**src/hdl/csp_pkg.sv**
```systemverilog
// Shared constants for the charger status pin logic.
package csp_pkg;
	localparam int unsigned CLK_FREQ_MHZ   = 20;
	localparam int unsigned ALERT_PULSE_US = 256;
	localparam int unsigned ALERT_PULSE_CYCLES = ALERT_PULSE_US * CLK_FREQ_MHZ;

	localparam int unsigned LIMIT_W = 8;
	localparam int unsigned VOLT_W  = 12;

	localparam logic [7:0] ADDR_CTRL       = 8'h00;
	localparam logic [7:0] ADDR_CHG_LIMIT  = 8'h04;
	localparam logic [7:0] ADDR_IN_LIMIT   = 8'h08;
	localparam logic [7:0] ADDR_UV_LIMIT   = 8'h0C;
	localparam logic [7:0] ADDR_OV_LIMIT   = 8'h10;
	localparam logic [7:0] ADDR_STATE      = 8'h14;
	localparam logic [7:0] ADDR_EFF_LIMITS = 8'h18;
	localparam logic [7:0] ADDR_INT_STATUS = 8'h1C;
	localparam logic [7:0] ADDR_INT_CLEAR  = 8'h20;
	localparam logic [7:0] ADDR_INT_ENABLE = 8'h24;

	localparam int unsigned CTRL_CHG_EN      = 0;
	localparam int unsigned CTRL_STAT_DIS    = 1;
	localparam int unsigned CTRL_GOOD_DIS    = 2;
	localparam int unsigned CTRL_CE_DIS      = 3;
	localparam int unsigned CTRL_CHG_PIN_EN  = 4;
	localparam int unsigned CTRL_IN_PIN_EN   = 5;
	localparam int unsigned CTRL_FORCE_LSB   = 8;
	localparam int unsigned CTRL_W           = 12;
	localparam logic [11:0] CTRL_RST         = 12'h031;

	localparam logic [7:0]  CHG_LIMIT_RST = 8'hFF;
	localparam logic [7:0]  IN_LIMIT_RST  = 8'hFF;
	localparam logic [11:0] UV_LIMIT_RST  = 12'h000;
	localparam logic [11:0] OV_LIMIT_RST  = 12'hFFF;

	localparam int unsigned EV_STAT   = 0;
	localparam int unsigned EV_GOOD   = 1;
	localparam int unsigned EV_THERM  = 2;
	localparam int unsigned EV_HIZ    = 3;
	localparam int unsigned EV_W      = 4;
	localparam logic [3:0]  INT_EN_RST = 4'h0;

	localparam int unsigned SYNC_THERM = 0;
	localparam int unsigned SYNC_HIZ   = 1;
	localparam int unsigned SYNC_CE    = 2;
	localparam int unsigned SYNC_W     = 3;
	localparam logic [2:0]  SYNC_RST   = 3'h4;
endpackage : csp_pkg

```
**src/hdl/csp_alert_if.sv**
```systemverilog
// Trigger and state of the host alert pulse between the controller and the pulse timer.
`timescale 1ns/1ps
interface csp_alert_if;
	logic trigger;
	logic active;
	modport pulse (input trigger, output active);
	modport ctrl  (output trigger, input active);
endinterface : csp_alert_if

```
**src/hdl/csp_status_pins.sv**
```systemverilog
// Charger status pin logic: register port, pin indicators, charge gating and host alert.
`timescale 1ns/1ps
module csp_status_pins
	import csp_pkg::*;
#(
	parameter int unsigned P_ALERT_CYCLES = ALERT_PULSE_CYCLES
) (
	input  wire logic               i_clk,
	input  wire logic               i_reset_n,
	input  wire logic [7:0]         i_addr,
	input  wire logic [31:0]        i_wdata,
	input  wire logic               i_wr,
	input  wire logic               i_rd,
	output logic      [31:0]        o_rdata,
	input  wire logic [1:0]         i_charger_state,
	input  wire logic [VOLT_W-1:0]  i_adapter_voltage,
	input  wire logic               i_thermistor_input_fault,
	input  wire logic [LIMIT_W-1:0] i_charge_limit_pin,
	input  wire logic [LIMIT_W-1:0] i_input_limit_pin,
	input  wire logic               i_input_limit_pin_high,
	input  wire logic               i_charge_enable_pin_n,
	output logic                    o_charge_enable_pin_o,
	output logic                    o_charge_enable_pin_oe,
	output logic                    o_status_out_one_o,
	output logic                    o_status_out_one_oe,
	output logic                    o_status_out_two_o,
	output logic                    o_status_out_two_oe,
	output logic                    o_input_good_n_o,
	output logic                    o_input_good_n_oe,
	output logic                    o_host_alert_o,
	output logic                    o_host_alert_oe,
	output logic                    o_irq,
	output logic                    o_charge_allowed,
	output logic                    o_input_high_impedance_state,
	output logic      [LIMIT_W-1:0] o_charge_limit,
	output logic      [LIMIT_W-1:0] o_input_limit
);
	logic [CTRL_W-1:0]  ctrl_r;
	logic [LIMIT_W-1:0] chg_limit_r;
	logic [LIMIT_W-1:0] in_limit_r;
	logic [VOLT_W-1:0]  uv_limit_r;
	logic [VOLT_W-1:0]  ov_limit_r;
	logic [EV_W-1:0]    int_status_r;
	logic [EV_W-1:0]    int_enable_r;
	logic [EV_W-1:0]    int_clear;
	logic [EV_W-1:0]    events;
	logic [SYNC_W-1:0]  async_in;
	logic [SYNC_W-1:0]  sync1_r;
	logic [SYNC_W-1:0]  sync2_r;
	logic [SYNC_W-1:0]  sync3_r;
	logic [SYNC_W-1:0]  pin_r;
	logic [3:0]         force_on;
	logic               input_good;
	logic               input_high_impedance_state;
	logic               charge_allowed_nxt;
	logic [1:0]         prev_state_r;
	logic               prev_good_r;
	logic               prev_therm_r;
	logic               prev_hiz_r;
	logic               armed_r;
	logic [31:0]        rdata_nxt;

	assign async_in = {i_charge_enable_pin_n, i_input_limit_pin_high, i_thermistor_input_fault};
	assign force_on = ctrl_r[CTRL_FORCE_LSB +: 4];

	// Pin inputs pass three flops; a new level is taken once the last two agree.
	for (genvar g = 0; g < SYNC_W; g++) begin : g_sync
		always_ff @(posedge i_clk or negedge i_reset_n) begin
			if (!i_reset_n) begin
				sync1_r[g] <= SYNC_RST[g];
				sync2_r[g] <= SYNC_RST[g];
				sync3_r[g] <= SYNC_RST[g];
				pin_r[g]   <= SYNC_RST[g];
			end else begin
				sync1_r[g] <= async_in[g];
				sync2_r[g] <= sync1_r[g];
				sync3_r[g] <= sync2_r[g];
				if (sync2_r[g] == sync3_r[g]) begin
					pin_r[g] <= sync3_r[g];
				end
			end
		end
	end

	always_ff @(posedge i_clk or negedge i_reset_n) begin
		if (!i_reset_n) begin
			ctrl_r      <= CTRL_RST;
			chg_limit_r <= CHG_LIMIT_RST;
			in_limit_r  <= IN_LIMIT_RST;
			uv_limit_r  <= UV_LIMIT_RST;
			ov_limit_r  <= OV_LIMIT_RST;
		end else if (i_wr) begin
			case (i_addr)
				ADDR_CTRL:      ctrl_r      <= i_wdata[CTRL_W-1:0];
				ADDR_CHG_LIMIT: chg_limit_r <= i_wdata[LIMIT_W-1:0];
				ADDR_IN_LIMIT:  in_limit_r  <= i_wdata[LIMIT_W-1:0];
				ADDR_UV_LIMIT:  uv_limit_r  <= i_wdata[VOLT_W-1:0];
				ADDR_OV_LIMIT:  ov_limit_r  <= i_wdata[VOLT_W-1:0];
				default: begin
				end
			endcase
		end
	end

	always_ff @(posedge i_clk or negedge i_reset_n) begin
		if (!i_reset_n) begin
			int_enable_r <= INT_EN_RST;
		end else if (i_wr && i_addr == ADDR_INT_ENABLE) begin
			int_enable_r <= i_wdata[EV_W-1:0];
		end
	end

	assign int_clear = (i_wr && i_addr == ADDR_INT_CLEAR) ? i_wdata[EV_W-1:0] : '0;

	// A new event wins over a clear written in the same cycle.
	always_ff @(posedge i_clk or negedge i_reset_n) begin
		if (!i_reset_n) begin
			int_status_r <= '0;
		end else begin
			int_status_r <= (int_status_r & ~int_clear) | events;
		end
	end

	always_comb begin
		rdata_nxt = 32'h0000_0000;
		case (i_addr)
			ADDR_CTRL:       rdata_nxt[CTRL_W-1:0]  = ctrl_r;
			ADDR_CHG_LIMIT:  rdata_nxt[LIMIT_W-1:0] = chg_limit_r;
			ADDR_IN_LIMIT:   rdata_nxt[LIMIT_W-1:0] = in_limit_r;
			ADDR_UV_LIMIT:   rdata_nxt[VOLT_W-1:0]  = uv_limit_r;
			ADDR_OV_LIMIT:   rdata_nxt[VOLT_W-1:0]  = ov_limit_r;
			ADDR_STATE:      rdata_nxt[7:0] = {o_input_high_impedance_state, o_charge_allowed,
				pin_r[SYNC_CE], pin_r[SYNC_THERM], input_good, i_charger_state, input_high_impedance_state};
			ADDR_EFF_LIMITS: rdata_nxt[15:0] = {o_input_limit, o_charge_limit};
			ADDR_INT_STATUS: rdata_nxt[EV_W-1:0] = int_status_r;
			ADDR_INT_ENABLE: rdata_nxt[EV_W-1:0] = int_enable_r;
			default:         rdata_nxt = 32'h0000_0000;
		endcase
	end

	// Read data stand only in the cycle after the read strobe.
	always_ff @(posedge i_clk or negedge i_reset_n) begin
		if (!i_reset_n) begin
			o_rdata <= 32'h0000_0000;
		end else begin
			o_rdata <= i_rd ? rdata_nxt : 32'h0000_0000;
		end
	end

	assign input_good = (i_adapter_voltage >= uv_limit_r) &&
		(i_adapter_voltage <= ov_limit_r);
	assign input_high_impedance_state = ctrl_r[CTRL_IN_PIN_EN] && pin_r[SYNC_HIZ];

	assign charge_allowed_nxt = ctrl_r[CTRL_CHG_EN] &&
		(ctrl_r[CTRL_CE_DIS] || !pin_r[SYNC_CE]) &&
		!pin_r[SYNC_THERM] &&
		!input_high_impedance_state;

	always_ff @(posedge i_clk or negedge i_reset_n) begin
		if (!i_reset_n) begin
			o_charge_allowed             <= 1'b0;
			o_input_high_impedance_state <= 1'b0;
		end else begin
			o_charge_allowed             <= charge_allowed_nxt;
			o_input_high_impedance_state <= input_high_impedance_state;
		end
	end

	// Open-drain pins: an enable of 1 pulls the pin low.
	always_ff @(posedge i_clk or negedge i_reset_n) begin
		if (!i_reset_n) begin
			o_status_out_one_oe    <= 1'b0;
			o_status_out_two_oe    <= 1'b0;
			o_input_good_n_oe      <= 1'b0;
			o_charge_enable_pin_oe <= 1'b0;
		end else begin
			if (ctrl_r[CTRL_STAT_DIS]) begin
				o_status_out_one_oe <= force_on[0];
				o_status_out_two_oe <= force_on[1];
			end else begin
				o_status_out_one_oe <= i_charger_state[0];
				o_status_out_two_oe <= i_charger_state[1];
			end
			o_input_good_n_oe <= ctrl_r[CTRL_GOOD_DIS] ? force_on[2] : input_good;
			o_charge_enable_pin_oe <= ctrl_r[CTRL_CE_DIS] && force_on[3];
		end
	end

	assign o_status_out_one_o    = 1'b0;
	assign o_status_out_two_o    = 1'b0;
	assign o_input_good_n_o      = 1'b0;
	assign o_charge_enable_pin_o = 1'b0;
	assign o_host_alert_o        = 1'b0;

	always_ff @(posedge i_clk or negedge i_reset_n) begin
		if (!i_reset_n) begin
			prev_state_r <= 2'h0;
			prev_good_r  <= 1'b0;
			prev_therm_r <= 1'b0;
			prev_hiz_r   <= 1'b0;
		end else begin
			prev_state_r <= i_charger_state;
			prev_good_r  <= input_good;
			prev_therm_r <= pin_r[SYNC_THERM];
			prev_hiz_r   <= input_high_impedance_state;
		end
	end

	// The state and input-good change detectors have no history in the first cycle after reset, so they take no event there.
	always_ff @(posedge i_clk or negedge i_reset_n) begin
		if (!i_reset_n) begin
			armed_r <= 1'b0;
		end else begin
			armed_r <= 1'b1;
		end
	end

	assign events[EV_STAT]  = armed_r && (i_charger_state != prev_state_r);
	assign events[EV_GOOD]  = armed_r && (input_good != prev_good_r);
	assign events[EV_THERM] = pin_r[SYNC_THERM] && !prev_therm_r;
	assign events[EV_HIZ]   = input_high_impedance_state && !prev_hiz_r;

	always_ff @(posedge i_clk or negedge i_reset_n) begin
		if (!i_reset_n) begin
			o_irq <= 1'b0;
		end else begin
			o_irq <= |(((int_status_r & ~int_clear) | events) & int_enable_r);
		end
	end

	csp_alert_if alert_bus ();

	assign alert_bus.trigger = |(events & int_enable_r);
	assign o_host_alert_oe   = alert_bus.active;

	csp_alert_pulse #(
		.P_CYCLES (P_ALERT_CYCLES)
	) u_alert (
		.i_clk     (i_clk),
		.i_reset_n (i_reset_n),
		.mp        (alert_bus.pulse)
	);

	// Charge limit from the resistor pin and the register field.
	csp_limit_sel #(
		.P_W (LIMIT_W)
	) u_chg_limit (
		.i_clk        (i_clk),
		.i_reset_n    (i_reset_n),
		.i_pin_enable (ctrl_r[CTRL_CHG_PIN_EN]),
		.i_pin_limit  (i_charge_limit_pin),
		.i_reg_limit  (chg_limit_r),
		.o_limit      (o_charge_limit)
	);

	// Input limit from the input pin and the register field.
	csp_limit_sel #(
		.P_W (LIMIT_W)
	) u_in_limit (
		.i_clk        (i_clk),
		.i_reset_n    (i_reset_n),
		.i_pin_enable (ctrl_r[CTRL_IN_PIN_EN]),
		.i_pin_limit  (i_input_limit_pin),
		.i_reg_limit  (in_limit_r),
		.o_limit      (o_input_limit)
	);
endmodule : csp_status_pins

```
**src/hdl/csp_alert_pulse.sv**
```systemverilog
// Fixed-width host alert pulse timer with one pending retrigger.
`timescale 1ns/1ps
module csp_alert_pulse
	import csp_pkg::*;
#(
	parameter int unsigned P_CYCLES = ALERT_PULSE_CYCLES
) (
	input  wire logic   i_clk,
	input  wire logic   i_reset_n,
	csp_alert_if.pulse  mp
);
	localparam int unsigned CW = $clog2(P_CYCLES + 1);
	localparam logic [CW-1:0] LAST = CW'(P_CYCLES - 1);

	logic [CW-1:0] cnt_r;
	logic          pend_r;
	logic [CW-1:0] len_r;

	// An event during a pulse is kept and sent after one released cycle.
	always_ff @(posedge i_clk or negedge i_reset_n) begin
		if (!i_reset_n) begin
			mp.active <= 1'b0;
			cnt_r     <= '0;
		end else if (!mp.active) begin
			if (mp.trigger || pend_r) begin
				mp.active <= 1'b1;
				cnt_r     <= '0;
			end
		end else if (cnt_r == LAST) begin
			mp.active <= 1'b0;
		end else begin
			cnt_r <= cnt_r + 1'b1;
		end
	end

	always_ff @(posedge i_clk or negedge i_reset_n) begin
		if (!i_reset_n) begin
			pend_r <= 1'b0;
		end else if (mp.active && mp.trigger) begin
			pend_r <= 1'b1;
		end else if (!mp.active) begin
			pend_r <= 1'b0;
		end
	end

	always_ff @(posedge i_clk or negedge i_reset_n) begin
		if (!i_reset_n) begin
			len_r <= '0;
		end else begin
			len_r <= mp.active ? len_r + 1'b1 : '0;
		end
	end
endmodule : csp_alert_pulse

```
**src/hdl/csp_limit_sel.sv**
```systemverilog
// Picks the lower of a pin limit and a register limit, or the register alone.
`timescale 1ns/1ps
module csp_limit_sel #(
	parameter int unsigned P_W = 8
) (
	input  wire logic           i_clk,
	input  wire logic           i_reset_n,
	input  wire logic           i_pin_enable,
	input  wire logic [P_W-1:0] i_pin_limit,
	input  wire logic [P_W-1:0] i_reg_limit,
	output logic      [P_W-1:0] o_limit
);
	always_ff @(posedge i_clk or negedge i_reset_n) begin
		if (!i_reset_n) begin
			o_limit <= '0;
		end else if (i_pin_enable && (i_pin_limit < i_reg_limit)) begin
			o_limit <= i_pin_limit;
		end else begin
			o_limit <= i_reg_limit;
		end
	end
endmodule : csp_limit_sel

```
**config.mk**
```make
export PLATFORM = sky130hd
export DESIGN_NAME = csp_status_pins
export DESIGN_NICKNAME = d
export VERILOG_FILES = /design/src/hdl/csp_pkg.sv /design/src/hdl/csp_alert_if.sv /design/src/hdl/csp_status_pins.sv /design/src/hdl/csp_alert_pulse.sv /design/src/hdl/csp_limit_sel.sv
export SDC_FILE = /design/constraint.sdc
export NUM_CORES = 1
export LEC_CHECK = 0
export BUFFER_PORTS_ARGS = -buffer_cell sky130_fd_sc_hd__buf_2
export CORE_ASPECT_RATIO = 1.2
export CORE_MARGIN = 2
export CORE_UTILIZATION = 37
export DETAILED_ROUTE_END_ITERATION = 7
export PLACE_DENSITY = 0.65
export SYNTH_ARGS = -nofsm -noshare
export SYNTH_HDL_FRONTEND = slang
export SYNTH_HIERARCHICAL = 1
export SYNTH_SLANG_ARGS = --single-unit
```
**constraint.sdc**
```tcl
create_clock -name i_clk -period 3.6 [get_ports i_clk]
set_input_delay 0.72 -clock i_clk [delete_from_list [all_inputs] [get_ports i_clk]]
set_output_delay 0.72 -clock i_clk [all_outputs]
set_load 0.005 [all_outputs]
```
# Word-level counts from Yosys, hierarchy flattened
# Index checks and enable logic that the tools add are counted.
# W data, S select, Z words.
[op_classes] add_sub_neg=1 n_mul=0 n_div=0 order_cmp=4 n_eq_ne=17 shifts=0 mux=19 bitwise_logic=5 reduce_logical=32
[ops] op="$mux W13" n=3
[ops] op="$pmux W4 S9" n=1
[ops] op="$eq A8 B5 Y1 const B" n=4
[ops] op="$pmux W4 S7" n=1
[ops] op="$eq A8 B4 Y1 const B" n=2
[ops] op="$eq A8 B6 Y1 const B" n=2
[ops] op="$lt A8 B8 Y1" n=2
[ops] op="$mux W16" n=1
[ops] op="$mux W8" n=2
[ops] op="$pmux W4 S4" n=1
[ops] op="$logic_and A1 B1 Y1" n=15
[ops] op="$add A13 B1 Y13 const B" n=1
[ops] op="$eq A13 B13 Y1 const B" n=1
[ops] op="$and A4 B4 Y4" n=3
[ops] op="$ge A12 B12 Y1" n=1
[ops] op="$le A12 B12 Y1" n=1
[ops] op="$reduce_and A2 Y1" n=6
[ops] op="$eq A8 B3 Y1 const B" n=1
[ops] op="$logic_not A8 Y1" n=1
[ops] op="$mux W1" n=8
[ops] op="$mux W4" n=2
[ops] op="$reduce_or A4 Y1" n=2
[ops] op="$logic_not A1 Y1" n=5
[ops] op="$ne A2 B2 Y1 const B" n=2
[ops] op="other kinds (7)" n=10
[totals] ff_bits=131 latchBits=0 mem_bits_rw=0 romBits=0 inputBits=77 output_inout_bits=61 n_memories=0

# Logic depth before layout (Yosys ltp)
# Gate-level depths: netlist of run 1.
[logic_depth] ltp_word=9 depth_mapped=13

# Modules after synthesis
# The synthesis of run 1 kept the hierarchy.
[by_module_without_submodules] module="csp_status_pins" instances=1 cells_each=416 area_per_inst_um2=4956.0
[by_module_without_submodules] module="csp_limit_sel" instances=2 cells_each=40 area_per_inst_um2=514.2
[by_module_without_submodules] module="csp_alert_pulse" instances=1 cells_each=83 area_per_inst_um2=853.3

# Least setup slack after synthesis of run 1
# Ideal clock, no wire load.
[synth_timing] kind="input-to-reg" from="in i_adapter_voltage[0]" to="reg u_alert.cnt_r[2]" setup_ps=82 arrival_ps=2958 t_required_ps=3518 setup_slack_ps=560 cell_stages=13 path_buffers=0 path_cell_list="inv_1 > ha_1 > nand2b_1 > a21oi_1 > nor2b_1 > o311ai_0 > a31oi_1 > mux2_2 > nand2_1 > nor2_1 > nor2_1 > or2_2 > a31oi_1"
[synth_via] elab_chain_cells=9 word_cells_on_any_way=10 cone_classes="order compare: 2; eq/ne: 1; bitwise: 1; reduce/logical: 6"
[synth_rtl] item="from (decl)" line_no="csp_status_pins.sv:16" rtl="input wire logic [VOLT_W-1:0] i_adapter_voltage,"
[synth_rtl] item="$ge A12 B12 Y1 or $le A12 B12 Y1 (tied branches)" line_no="csp_status_pins.sv:150, csp_status_pins.sv:151"
[synth_rtl] item="$logic_and A1 B1 Y1 (*)" line_no="csp_status_pins.sv:150" rtl="assign input_good = (i_adapter_voltage >= uv_limit_r) &&"
[synth_rtl] item="via input_good" line_no="csp_status_pins.sv:53" rtl="logic input_good;"
[synth_rtl] item="$ne A1 B1 Y1 (*)" line_no="csp_status_pins.sv:219" rtl="assign events[EV_GOOD] = armed_r && (input_good != prev_good_r);"
[synth_rtl] item="$logic_and A1 B1 Y1 (*)" line_no="csp_status_pins.sv:219"
[synth_rtl] item="$and A4 B4 Y4 (*)" line_no="csp_status_pins.sv:233" rtl="assign alert_bus.trigger = |(events & int_enable_r);"
[synth_rtl] item="$reduce_or A4 Y1 (*)" line_no="csp_status_pins.sv:233"
[synth_rtl] item="via alert_bus.trigger" line_no="csp_alert_if.sv:4" rtl="logic trigger;"
[synth_rtl] item="$logic_or A1 B1 Y1 (*)" line_no="csp_alert_pulse.sv:25" rtl="if (mp.trigger || pend_r) begin"
[synth_rtl] item="$reduce_bool A2 Y1 (no line) (*)"
[synth_rtl] item="$reduce_and A2 Y1 (no line) (*)"
[synth_rtl] item="to (signal assigned)" line_no="csp_alert_pulse.sv:32" rtl="cnt_r <= cnt_r + 1'b1;"
[synth_rtl] item="to (decl)" line_no="csp_alert_pulse.sv:15" rtl="logic [CW-1:0] cnt_r;"
# Mark *: on every way through the listed nets, which the timed path passes. The rest lies on a longest branch.
# A chain may end at the register's enable or synchronous reset.

# Final worst setup path of run 1
[layout_timing] from="reg ov_limit_r[7]" to="reg u_alert.cnt_r[2]"
[layout_via] elab_chain_cells=9
[layout_rtl] item="from (decl)" line_no="csp_status_pins.sv:42" rtl="logic [VOLT_W-1:0] ov_limit_r;"
[layout_rtl] item="from (signal assigned)" line_no="csp_status_pins.sv:98" rtl="ADDR_OV_LIMIT: ov_limit_r <= i_wdata[VOLT_W-1:0];"
[layout_rtl] item="$le A12 B12 Y1" line_no="csp_status_pins.sv:151" rtl="(i_adapter_voltage <= ov_limit_r);"
[layout_rtl] item="$logic_and A1 B1 Y1" line_no="csp_status_pins.sv:150"
[layout_rtl] item="via input_good" line_no="csp_status_pins.sv:53"
[layout_rtl] item="$ne A1 B1 Y1" line_no="csp_status_pins.sv:219"
[layout_rtl] item="$logic_and A1 B1 Y1" line_no="csp_status_pins.sv:219"
[layout_rtl] item="$and A4 B4 Y4" line_no="csp_status_pins.sv:233"
[layout_rtl] item="$reduce_or A4 Y1" line_no="csp_status_pins.sv:233"
[layout_rtl] item="via alert_bus.trigger" line_no="csp_alert_if.sv:4"
[layout_rtl] item="$logic_or A1 B1 Y1" line_no="csp_alert_pulse.sv:25"
[layout_rtl] item="$reduce_bool A2 Y1 (no line)"
[layout_rtl] item="$reduce_and A2 Y1 (no line)"
# The timed path passes the listed nets, and every way through them passes these cells.

==> results of run 1 <==
[path summary, 6_finish.rpt]
path / startpoint / endpoint / slack, ns / cells after the start
setup / recovery: ov_limit_r[7] / u_alert/cnt_r[2] / 0.63 / 13
hold / removal: sync1_r[2] / sync2_r[2] / 0.35 / 0
setup reg to reg: ov_limit_r[7] / u_alert/cnt_r[2] / 0.63 / 13
hold reg to reg: sync1_r[2] / sync2_r[2] / 0.35 / 0
max in group asynchronous: i_reset_n / int_enable_r[0] / 2.28 / 2
min in group asynchronous: i_reset_n / sync1_r[1] / 0.48 / 1
[power groups by stage]
| stage | Combinational, mW | Sequential (mW) | Clock (mW) |
|---|---|---|---|
| after floorplan | 0.187 | 1.61 | 0 |
| after global placement | 0.301 | 1.63 | 0 |
| after detailed placement | 0.309 | 1.63 | 0 |
| after CTS | 0.312 | 1.60 | 1.81 |
| after global routing | 0.351 | 1.61 | 1.88 |
| final | 0.308 | 1.60 | 1.77 |
[worst max-delay path, stage by stage (launching register included)]
cell and delay (ns):
dfstp_2 0.55, inv_1 0.04, ha_1 0.30, a21oi_1 0.15
o21a_1 0.20, o21ba_2 0.14, a31oi_1 0.07, a31oi_1 0.32
mux2_2 0.40, nand2_1 0.10, nor2_1 0.07, nor2_1 0.30
or2_2 0.18, a31oi_1 0.03
[routing by layer]
metal  vias up  global-route usage, %  routed length (µm)  part of all wire (%)
li1       2295                      -                   -                     -
met1      2419                   22.7                7180                    42
met2       143                   30.5                8810                    52
met3        16                   4.13                 790                   4.6
met4         0                   6.44                 248                   1.5
met5         -                      0                   0                     0
[kinds of logic after synthesis]
logic type	Yosys count	synth area share, %
other	2	0.110
and+or+nand+nor	131	10.8
muxes	87	15.1
AOI/OAI and AO/OA	103	11.7
adders and majority gates	42	7.58
DFF	131	48.6
buffers and inverters	79	5.67
xor gates and xnor gates	4	0.512
[sequential cells by signal, summed over array words and instances, names as in the netlist, 4 cells and up]
name / count
ov_limit_r: 12
u_chg_limit/o_limit: 8
chg_limit_r: 8
int_status_r: 4
o_rdata: 16
u_in_limit/o_limit: 8
uv_limit_r: 12
int_enable_r: 4
ctrl_r: 12
in_limit_r: 8
u_alert/cnt_r: 13
[synth_stat cells (2+ instances only)]
cell type   n
o21ai_0    13
and3_1      8
xnor2_1     3
a41oi_1     3
mux2i_1    10
nand2b_1    5
nor2b_1    10
a21oi_1    21
conb_1      2
ha_1       39
a221oi_1    6
nor2_1     23
and4_1      3
nand4_1     7
mux2_4     14
a31oi_1    12
o22ai_1     3
nand3b_1    2
a2111oi_4   2
nand2_1    35
a222oi_1    8
o21a_1      3
and2_1      3
dfstp_2    35
a22o_1      3
inv_1      46
nor4_1      2
mux2_2     62
o31ai_1     2
maj3_1      3
a211oi_1    2
buf_2       4
a21o_1      7
nor3_1      8
o311ai_4    2
a22oi_1    10
buf_4      21
nand3_1     8
dfrtp_1    96
clkbuf_1    7
o31a_1      2
[per-stage QoR]
step           worst slack [ns]  utilization, %  instances  area (µm²)  total power [mW]
6_report                  0.627            44.8        927        8150              3.68
4_1_cts                   0.650            44.8        926        8150              3.73
2_1_floorplan             0.560               -        599        6910              1.80
3_3_place_gp              0.378            41.4        894        7530              1.93
3_5_place_dp              0.353            41.4        894        7530              1.94
5_1_grt                   0.457            44.8        927        8150              3.84
[cell type report]
class                           instances  area (µm²)
Multi-Input combinational cell        389        3200
Sequential cell                       131        3320
Timing Repair Buffer                  104         556
Inverter                               46         173
Antenna cell                            1        2.50
Clock inverter                         11         151
Clock buffer                           21         460
Tap cell                              224         280
Fill cell                            1690       10000
==> flow_metrics.py, run 1 <==
metrics = {
    "global_routing": {
        "grt_start_max_net_pins": 82,
        "grt_overflow": 0,
        "antenna_found_initial": 1,
        "grt_pass1_vias": 4922,
        "grt_pass1_wl_um": 26800,
        "grt_usage_pct": 18.1,
    },
    "clock_tree": {
        "cts_buffers": 17,
        "clk_latency_ns": 0.42,
        "cts_tree": "yes",
        "clk_path_buf_depth": 2,
        "clkSinkCount": 131,
        "cts_resized": 0,
        "clk_pin_slew_ns": 0.06,
        "cts_hold_buf": 0,
        "cts.htree.levels": 4,
        "cts_setup_buffers": 0,
        "root_buffer": "clkbuf_16",
    },
    "timing": {
        "setup-tns-final_ns": 0,
        "slew-limit-headroom_pct": 31.8,
        "clock.fmax_ghz": 0.336,
        "fin_crit_sh_pct": 82.6,
        "period_needed_ns": 2.97,
        "timing.hold.ws_ns": 0.353,
        "maxSlewViolCount": 0,
        "rsz0062_at_grt": "no",
        "hold_violations": 0,
        "finalClockSkew_ns": 0.00744,
        "setup_viol": 0,
        "tightest_slew_ns": 1.02,
    },
    "floorplanning": {
        "die_w_um": 128,
        "core_area_mm2": 0.0182,
        "start_util_pct": 37.6,
        "rows": 54,
        "die_h_um": 153,
        "io_pins": 138,
        "die-area_mm2": 0.0196,
    },
    "synthesis": {
        "synth-edff-count": 0,
        "syn_avg_cell_area_um2": 11.8,
        "synth_area_mm2": 0.00684,
        "synth_top_cell_area_share_pct": 35.1,
        "synth_area_leaders": "dfrtp_1, dfstp_2, mux2_2, ha_1, mux2_4",
        "synth_top_flop_cell": "dfrtp_1",
        "yosysUniqueCellTypes": 65,
        "synth-seq-cells": 131,
        "ys_seq_area_share_pct": 48.6,
        "synth_warnings": 6,
        "synthCells": 579,
        "synth_top_area_cell": "dfrtp_1",
        "ys_async_sr_fraction_pct": 100,
    },
    "pwr": {
        "seq_power_share_pct": 43.5,
        "p_int_mw": 2.82,
        "peakVddDrop_v": 0.000326,
        "p_leak_nw": 3.72,
        "pwr-share-comb_pct": 8.3,
        "p_sw_mw": 0.862,
        "p_clk_share_pct": 48.1,
        "pwr_density_cell_mw_per_mm2": 452,
        "switching_share_pct": 23.4,
    },
    "job": {
        "drv_cap": 0,
    },
    "cells_and_area": {
        "drive_above_1_share_pct": 37.7,
        "nets": 805,
        "final_cell_mix": "dfrtp_1, buf_2, mux2_2",
        "final_common_cell": "dfrtp_1",
        "syn_to_final_growth_pct": 19.2,
    },
    "drt": {
        "first_pass_iters": 8,
        "post_drt_wl_per_cell_um": 18.4,
        "vias": 4873,
        "finalWirelength_um": 17000,
        "routed_via_density": 5.26,
        "drt_iter0_markers": 392,
        "ant_nets": 0,
        "remaining_drc_errors": 0,
    },
    "worst_setup_path": {
        "worstPathRequired_ns": 3.90,
        "worst-endpoint-arrival_ns": 3.27,
        "crit_type": "register to register",
        "endpoint_kind": "register",
        "crit_fanout": 5,
        "start_kind": "register",
    },
    "placed_design": {
        "hpwl_um": 12800,
        "port_buffers": 96,
        "gp_congestion": 0.842,
    },
    "outcome": {
        "status": "completed",
    },
    "hold_path": {
        "hold_path_class": "register to register",
    },
}
Note: power is estimated with default switching activity, not from simulation.
==> run 2: changes to the inputs <==
--- a/config.mk
+++ b/config.mk
@@ -5,12 +5,13 @@
 export SDC_FILE = /design/constraint.sdc
 export NUM_CORES = 1
 export LEC_CHECK = 0
+export ABC_AREA = 1
 export BUFFER_PORTS_ARGS = -buffer_cell sky130_fd_sc_hd__buf_2
 export CORE_ASPECT_RATIO = 1.2
 export CORE_MARGIN = 2
 export CORE_UTILIZATION = 37
 export DETAILED_ROUTE_END_ITERATION = 7
-export PLACE_DENSITY = 0.65
+export PLACE_DENSITY = 0.67
 export SYNTH_ARGS = -nofsm -noshare
 export SYNTH_HDL_FRONTEND = slang
 export SYNTH_HIERARCHICAL = 1
==> constraint.sdc (replaced) <==
create_clock -name i_clk -period 2.4 [get_ports i_clk]
set_input_delay 0.48 -clock i_clk [delete_from_list [all_inputs] [get_ports i_clk]]
set_output_delay 0.48 -clock i_clk [all_outputs]
set_load 0.005 [all_outputs]
==> run 2 against run 1 <==
Effect of this change:
- the run now ends with negative setup slack left
- fmax rose by 24%
- setup slack got worse by 0.63 ns
- non-clock buffer count rose by 9
- combinational power rose by 76%
- design area rose by 5.5%
==> flow_metrics.py, run 2 <==
metrics = {
    "cells_and_area": {
        "largest_reg_flops": 16,
        "reg_top3": "o_rdata: 16 flops, u_alert/cnt_r: 13 flops",
        "top_register": "o_rdata",
        "diodes": 0,
        "layout.area.seq_mm2": 0.00332,
        "final_common_cell": "nand2_1",
        "syn_to_final_growth_pct": 22.0,
        "nets": 1062,
        "stdcell_count": 1215,
        "final_cell_mix": "nand2_1, dfrtp_1, inv_1, buf_2, nand3_1",
        "nFillCells": 1826,
        "drive_above_1_share_pct": 26.8,
        "multiInputGateArea_mm2": 0.00322,
    },
    "synthesis": {
        "synth_top_cell_area_share_pct": 34.1,
        "synth_top_area_cell": "dfrtp_1",
        "synthCells": 829,
        "ys_async_sr_fraction_pct": 100,
        "synth_warnings": 6,
        "synth-edff-count": 0,
        "syn_avg_cell_area_um2": 8.50,
        "yosysUniqueCellTypes": 46,
        "synth_area_leaders": "dfrtp_1, dfstp_2, nand2_1, ha_1, inv_1",
        "synth_area_mm2": 0.00705,
        "synth_top_flop_cell": "dfrtp_1",
        "ys_seq_area_share_pct": 47.1,
        "post-synth-top-count-cell": "nand2_1",
        "synth-seq-cells": 131,
        "yosys-top-cells-count": "nand2_1, inv_1, dfrtp_1, nand3_1, o21ai_1",
    },
    "worst_setup_path": {
        "crit_fanout": 5,
        "crit_slowest_cell": "dfstp_2",
        "timing.rr.start": "ov_limit_r[5]",
        "critPathMostFrequentCell": "nand2_2",
        "r2r_cells": 15,
        "start_kind": "register",
        "worst-endpoint-arrival_ns": 2.76,
        "crit_buf_inv": 2,
        "regToRegSetupSlack_ns": -0.00009,
        "crit_chain": "inv_2, ha_4, nand4_1, nor2_4, nand2_2, nand3_2, nand2_2, nand2_2, nand2_2, nand4_1, nand3b_1, o21ai_4, buf_6, nand3_1, nand2_1",
        "rr_endpoint": "u_alert/cnt_r[4]",
        "worstPathRequired_ns": 2.76,
        "max_stage_delay_ns": 0.54,
        "critical_path.top_delay_family": "simple AND/OR/NAND/NOR gates",
        "endpoint_kind": "register",
        "crit_type": "register to register",
    },
    "placed_design": {
        "place_worst_setup_slack_ns": -0.0730,
        "port_buffers": 96,
        "place_inst": 1177,
        "hpwl_um": 13600,
        "gp_congestion": 0.915,
    },
    "job": {
        "drv_cap": 0,
    },
    "global_routing": {
        "grt_overflow": 0,
        "antenna_found_initial": 0,
        "grt_pass1_vias": 5413,
        "grt_start_max_net_pins": 49,
        "grt_usage_pct": 18.4,
        "grt_pass1_wl_um": 28200,
    },
    "drt": {
        "drt_iter0_markers": 376,
        "first_pass_iters": 5,
        "finalWirelength_um": 18200,
        "remaining_drc_errors": 0,
        "vias": 5750,
        "ant_nets": 0,
        "post_drt_wl_per_cell_um": 15.0,
        "routed_via_density": 4.73,
    },
    "pwr": {
        "peakVddDrop_v": 0.000518,
        "switching_share_pct": 24.2,
        "pwr-share-comb_pct": 9.2,
        "p_sw_mw": 1.42,
        "power_mw": 5.88,
        "seq_power_share_pct": 41.3,
        "pwr_density_cell_mw_per_mm2": 684,
        "p_leak_nw": 4.31,
        "p_clk_share_pct": 49.5,
        "p_int_mw": 4.46,
    },
    "clock_tree": {
        "cts.htree.levels": 4,
        "cts_tree": "yes",
        "clk_path_buf_depth": 2,
        "clk_latency_ns": 0.43,
        "cts_buffers": 17,
        "clk_pin_slew_ns": 0.06,
        "root_buffer": "clkbuf_16",
        "clkSinkCount": 131,
    },
    "timing": {
        "hold_violations": 0,
        "setup-tns-final_ns": -0.000146,
        "rsz0062_at_grt": "yes",
        "layout_setup_ws_ns": -0.0000859,
        "tightest_slew_ns": 0.562,
        "maxSlewViolCount": 0,
        "period_needed_ns": 2.40,
        "slew-limit-headroom_pct": 62.5,
        "finalClockSkew_ns": 0.0107,
        "clock.fmax_ghz": 0.417,
        "fin_crit_sh_pct": 100,
        "setup_viol": 2,
    },
    "floorplanning": {
        "start_util_pct": 37.5,
        "die-area_mm2": 0.0202,
        "die_h_um": 155,
        "rows": 55,
        "core_area_mm2": 0.0188,
        "io_pins": 138,
        "die_w_um": 130,
    },
    "hold_path": {
        "holdPathEnd": "sync1_r[0]",
        "whs_path_depth": 1,
        "hold_path_class": "primary input to register",
        "hold_start": "i_thermistor_input_fault",
    },
    "outcome": {
        "status": "complete, but fails checks",
        "violations": "negative setup slack",
    },
}
[run 2: kinds of logic (layout without fill, tap and decap cells)]
family          after synthesis  in the layout  synth area share [%]
xor+xnor                      3              3                 0.373
fa+ha+maj                    42             42                  7.35
other cells                   2             22                 0.107
simple gates                368            368                  24.4
compound gates              133            133                  10.6
buf+inv                     150            260                  10.0
flops                       131            131                  47.1
[run 2: repair_timing]
item / 4_1_cts / 5_1_grt
pin swaps: 1 / 18
hold buffers: 1 / 0
setup endpoints to repair: 9 / 14
buffers inserted: 0 / 4
gates resized for setup: 2 / 26
cloned: 0 / 1
endpoints found under the hold margin: 2 / 0
[run 2: worst max-delay path by stage]
stage                          start           endpoint  slack [ns]  cells after the start
6_report               ov_limit_r[5]   u_alert/cnt_r[4]    -0.00009                     15
5_1_grt                ov_limit_r[5]   u_alert/cnt_r[1]       -0.13                     15
4_1_cts               ov_limit_r[11]   u_alert/cnt_r[6]        0.02                     17
3_5_place_dp   i_adapter_voltage[11]   u_alert/cnt_r[6]       -0.07                     17
3_3_place_gp   i_adapter_voltage[11]   u_alert/cnt_r[6]       -0.02                     17
2_1_floorplan         ov_limit_r[11]  u_alert/cnt_r[10]        0.19                     17
[run 2: metal layers]
layer	up-vias	share of wire [%]	wire [µm]	global-route usage, %
met5	-	0	0	0
met4	0	2.8	510	8.76
met3	29	4.6	836	3.68
met2	152	49	8940	30.0
met1	2702	43	7920	23.5
li1	2867	-	-	-
[run 2: area by class of cell]
| type | instances | area share [%] |
|---|---|---|
| clock buffers | 20 | 5.31 |
| clock inverters | 12 | 2.39 |
| inverters | 115 | 5.08 |
| multi-input cells | 568 | 37.4 |
| flip-flops and latches | 131 | 38.6 |
| well taps | 256 | 3.72 |
| repair buffers | 113 | 7.45 |
[run 2: per-stage QoR]
stage	util [%]	hold slack (ns)	cell area (µm²)
floorplan	-	0.184	7120
global placement	41.3	0.334	7750
detailed placement	41.3	0.337	7750
CTS	44.9	0.143	8430
global route	45.8	0.147	8600
finish	45.8	0.159	8600
[run 2: power groups by stage]
stage,sequential [mW],combinational (mW),clock [mW]
detailed placement,2.46,0.510,0
global placement,2.45,0.494,0
finish,2.43,0.542,2.91
CTS,2.42,0.515,2.95
floorplan,2.43,0.306,0
global route,2.44,0.617,3.06
[run 2: worst reg2reg max path, delay by kind of cell (launching register included)]
family          cells  cell delay, ns
simple gates       11            1.06
flops               1            0.54
fa+ha+maj           1            0.26
compound gates      1            0.25
buf+inv             2            0.22
==> run 3: changes to the inputs <==
--- a/config.mk
+++ b/config.mk
@@ -11,6 +11,7 @@
 export CORE_MARGIN = 2
 export CORE_UTILIZATION = 37
 export DETAILED_ROUTE_END_ITERATION = 7
+export MAX_ROUTING_LAYER = met4
 export PLACE_DENSITY = 0.67
 export SYNTH_ARGS = -nofsm -noshare
 export SYNTH_HDL_FRONTEND = slang
==> constraint.sdc (replaced) <==
create_clock -name i_clk -period 2.4 [get_ports i_clk]
set_input_delay 0.36 -clock i_clk [delete_from_list [all_inputs] [get_ports i_clk]]
set_output_delay 0.36 -clock i_clk [all_outputs]
set_load 0.005 [all_outputs]
==> run 3 against run 2 <==
Effect of this change:
- the run still ends with negative setup slack left
- design area down 0.33%
- flip-flop and latch count unchanged
- global-route usage up 0.84 points
- critical path depth unchanged
==> flow_metrics.py, run 3 (synthesis results as in run 2) <==
metrics = {
    "cells_and_area": {
        "diodes": 0,
        "nFillCells": 1786,
        "reg_top3": "o_rdata: 16 flops, u_alert/cnt_r: 13 flops",
        "largest_reg_flops": 16,
        "syn_to_final_growth_pct": 21.6,
        "top_register": "o_rdata",
        "final_cell_mix": "nand2_1, dfrtp_1, buf_2",
        "nets": 1062,
        "drive_above_1_share_pct": 27.5,
        "final_common_cell": "nand2_1",
    },
    "drt": {
        "drt_iter0_markers": 377,
        "post_drt_wl_per_cell_um": 15.0,
        "vias": 5891,
        "first_pass_iters": 4,
        "remaining_drc_errors": 0,
        "ant_nets": 0,
        "finalWirelength_um": 18200,
        "routed_via_density": 4.85,
    },
    "timing": {
        "maxSlewViolCount": 0,
        "clock.fmax_ghz": 0.413,
        "slew-limit-headroom_pct": 49.4,
        "timing.hold.ws_ns": 0.0365,
        "setup_viol": 6,
        "rsz0062_at_grt": "yes",
        "finalClockSkew_ns": 0.0103,
        "fin_crit_sh_pct": 101,
        "tightest_slew_ns": 0.758,
        "hold_violations": 0,
        "layout_setup_ws_ns": -0.0190,
        "period_needed_ns": 2.42,
    },
    "floorplanning": {
        "start_util_pct": 37.5,
        "io_pins": 138,
        "rows": 55,
        "die_h_um": 155,
        "die-area_mm2": 0.0202,
        "core_area_mm2": 0.0188,
        "die_w_um": 130,
    },
    "placed_design": {
        "hpwl_um": 13600,
        "place_worst_setup_slack_ns": -0.0562,
        "port_buffers": 96,
        "gp_congestion": 0.953,
    },
    "outcome": {
        "violations": "negative setup slack",
        "status": "complete, but fails checks",
    },
    "clock_tree": {
        "clk_pin_slew_ns": 0.06,
        "clkSinkCount": 131,
        "clk_latency_ns": 0.42,
        "root_buffer": "clkbuf_16",
        "clk_path_buf_depth": 2,
        "cts_tree": "yes",
        "cts.htree.levels": 4,
        "cts_buffers": 17,
    },
    "hold_path": {
        "hold_start": "i_charge_enable_pin_n",
        "hold_path_class": "primary input to register",
    },
    "global_routing": {
        "grt_overflow": 0,
        "grt_start_max_net_pins": 61,
        "grt_pass1_vias": 5709,
        "antenna_found_initial": 0,
        "grt_usage_pct": 19.3,
        "grt_pass1_wl_um": 28800,
    },
    "worst_setup_path": {
        "timing.rr.start": "ov_limit_r[5]",
        "start_kind": "register",
        "crit_fanout": 2,
        "worstPathRequired_ns": 2.73,
        "setup.worst_path.start": "ov_limit_r[5]",
        "worst-endpoint-arrival_ns": 2.75,
        "endpoint_kind": "register",
        "crit_type": "register to register",
    },
    "pwr": {
        "switching_share_pct": 24.8,
        "p_sw_mw": 1.40,
        "pwr-share-comb_pct": 9.8,
        "pwr_density_cell_mw_per_mm2": 660,
        "seq_power_share_pct": 42.9,
        "p_clk_share_pct": 47.2,
        "p_int_mw": 4.25,
        "peakVddDrop_v": 0.000512,
        "p_leak_nw": 4.29,
    },
    "job": {
        "drv_cap": 0,
    },
}
-- run 3: routing by layer --
metal	vias to the layer above	GRT usage, %	part of all wire, %
met5	-	-	0
met4	0	9.27	4.2
met3	46	4.13	5.1
met2	172	30.2	48
met1	2803	23.7	43
li1	2870	-	-
-- run 3: worst max-delay path, cell delays in order (launching register included) --
cell     delay (ns)
dfstp_2        0.53
inv_2          0.05
ha_4           0.26
nand4_1        0.19
nor2_4         0.16
nand4_1        0.10
nand2_2        0.11
nand2_2        0.06
buf_4          0.13
buf_4          0.12
buf_4          0.12
buf_4          0.13
buf_4          0.13
inv_2          0.05
nand2_2        0.04
a21oi_2        0.15
-- run 3: path summary, 6_finish.rpt --
kind / slack (ns) / cells after the start / to
max: -0.02 / 15 / o_rdata[3]
min: 0.04 / 1 / sync1_r[2]
max reg2reg: -0.02 / 15 / o_rdata[3]
min reg2reg: 0.35 / 0 / sync2_r[1]
max in group asynchronous: 1.19 / 3 / in_limit_r[1]
min in group asynchronous: 0.49 / 2 / o_rdata[11]
-- run 3: per-stage QoR --
stage / total power, mW / utilization (%) / instance area (µm²) / TNS, ns / instances
after floorplan: 2.74 / - / 7120 / 0 / 849
after global placement: 2.95 / 41.2 / 7750 / -0.00777 / 1176
after detailed placement: 2.97 / 41.2 / 7750 / -0.368 / 1176
after CTS: 5.67 / 45.0 / 8460 / 0 / 1213
after global routing: 5.89 / 45.6 / 8570 / -1.86 / 1215
final: 5.66 / 45.6 / 8570 / -0.0782 / 1215
-- run 3: final cells by class --
type	instances	area [µm²]	share of cell area (%)
clock buffers	20	457	5.33
clock inverters	12	154	1.80
inverters	115	434	5.07
multi-input cells	568	3240	37.8
flip-flops and latches	131	3320	38.8
well taps	256	320	3.74
repair buffers	113	641	7.47
-- run 3: timing repair --
action,in CTS,in global routing
cloned,1,0
hold endpoints to repair,52,0
setup endpoints to repair,11,15
buffers inserted,3,2
resized for setup,12,22
hold buffers,1,0
pin swaps,5,18
-- run 3: power by group through the flow --
stage                     Combinational, mW  Clock [mW]  Sequential (mW)
final                                 0.556        2.67             2.43
after global routing                  0.639        2.81             2.44
after CTS                             0.535        2.71             2.42
after detailed placement              0.510           0             2.46
after global placement                0.492           0             2.46
after floorplan                       0.306           0             2.43
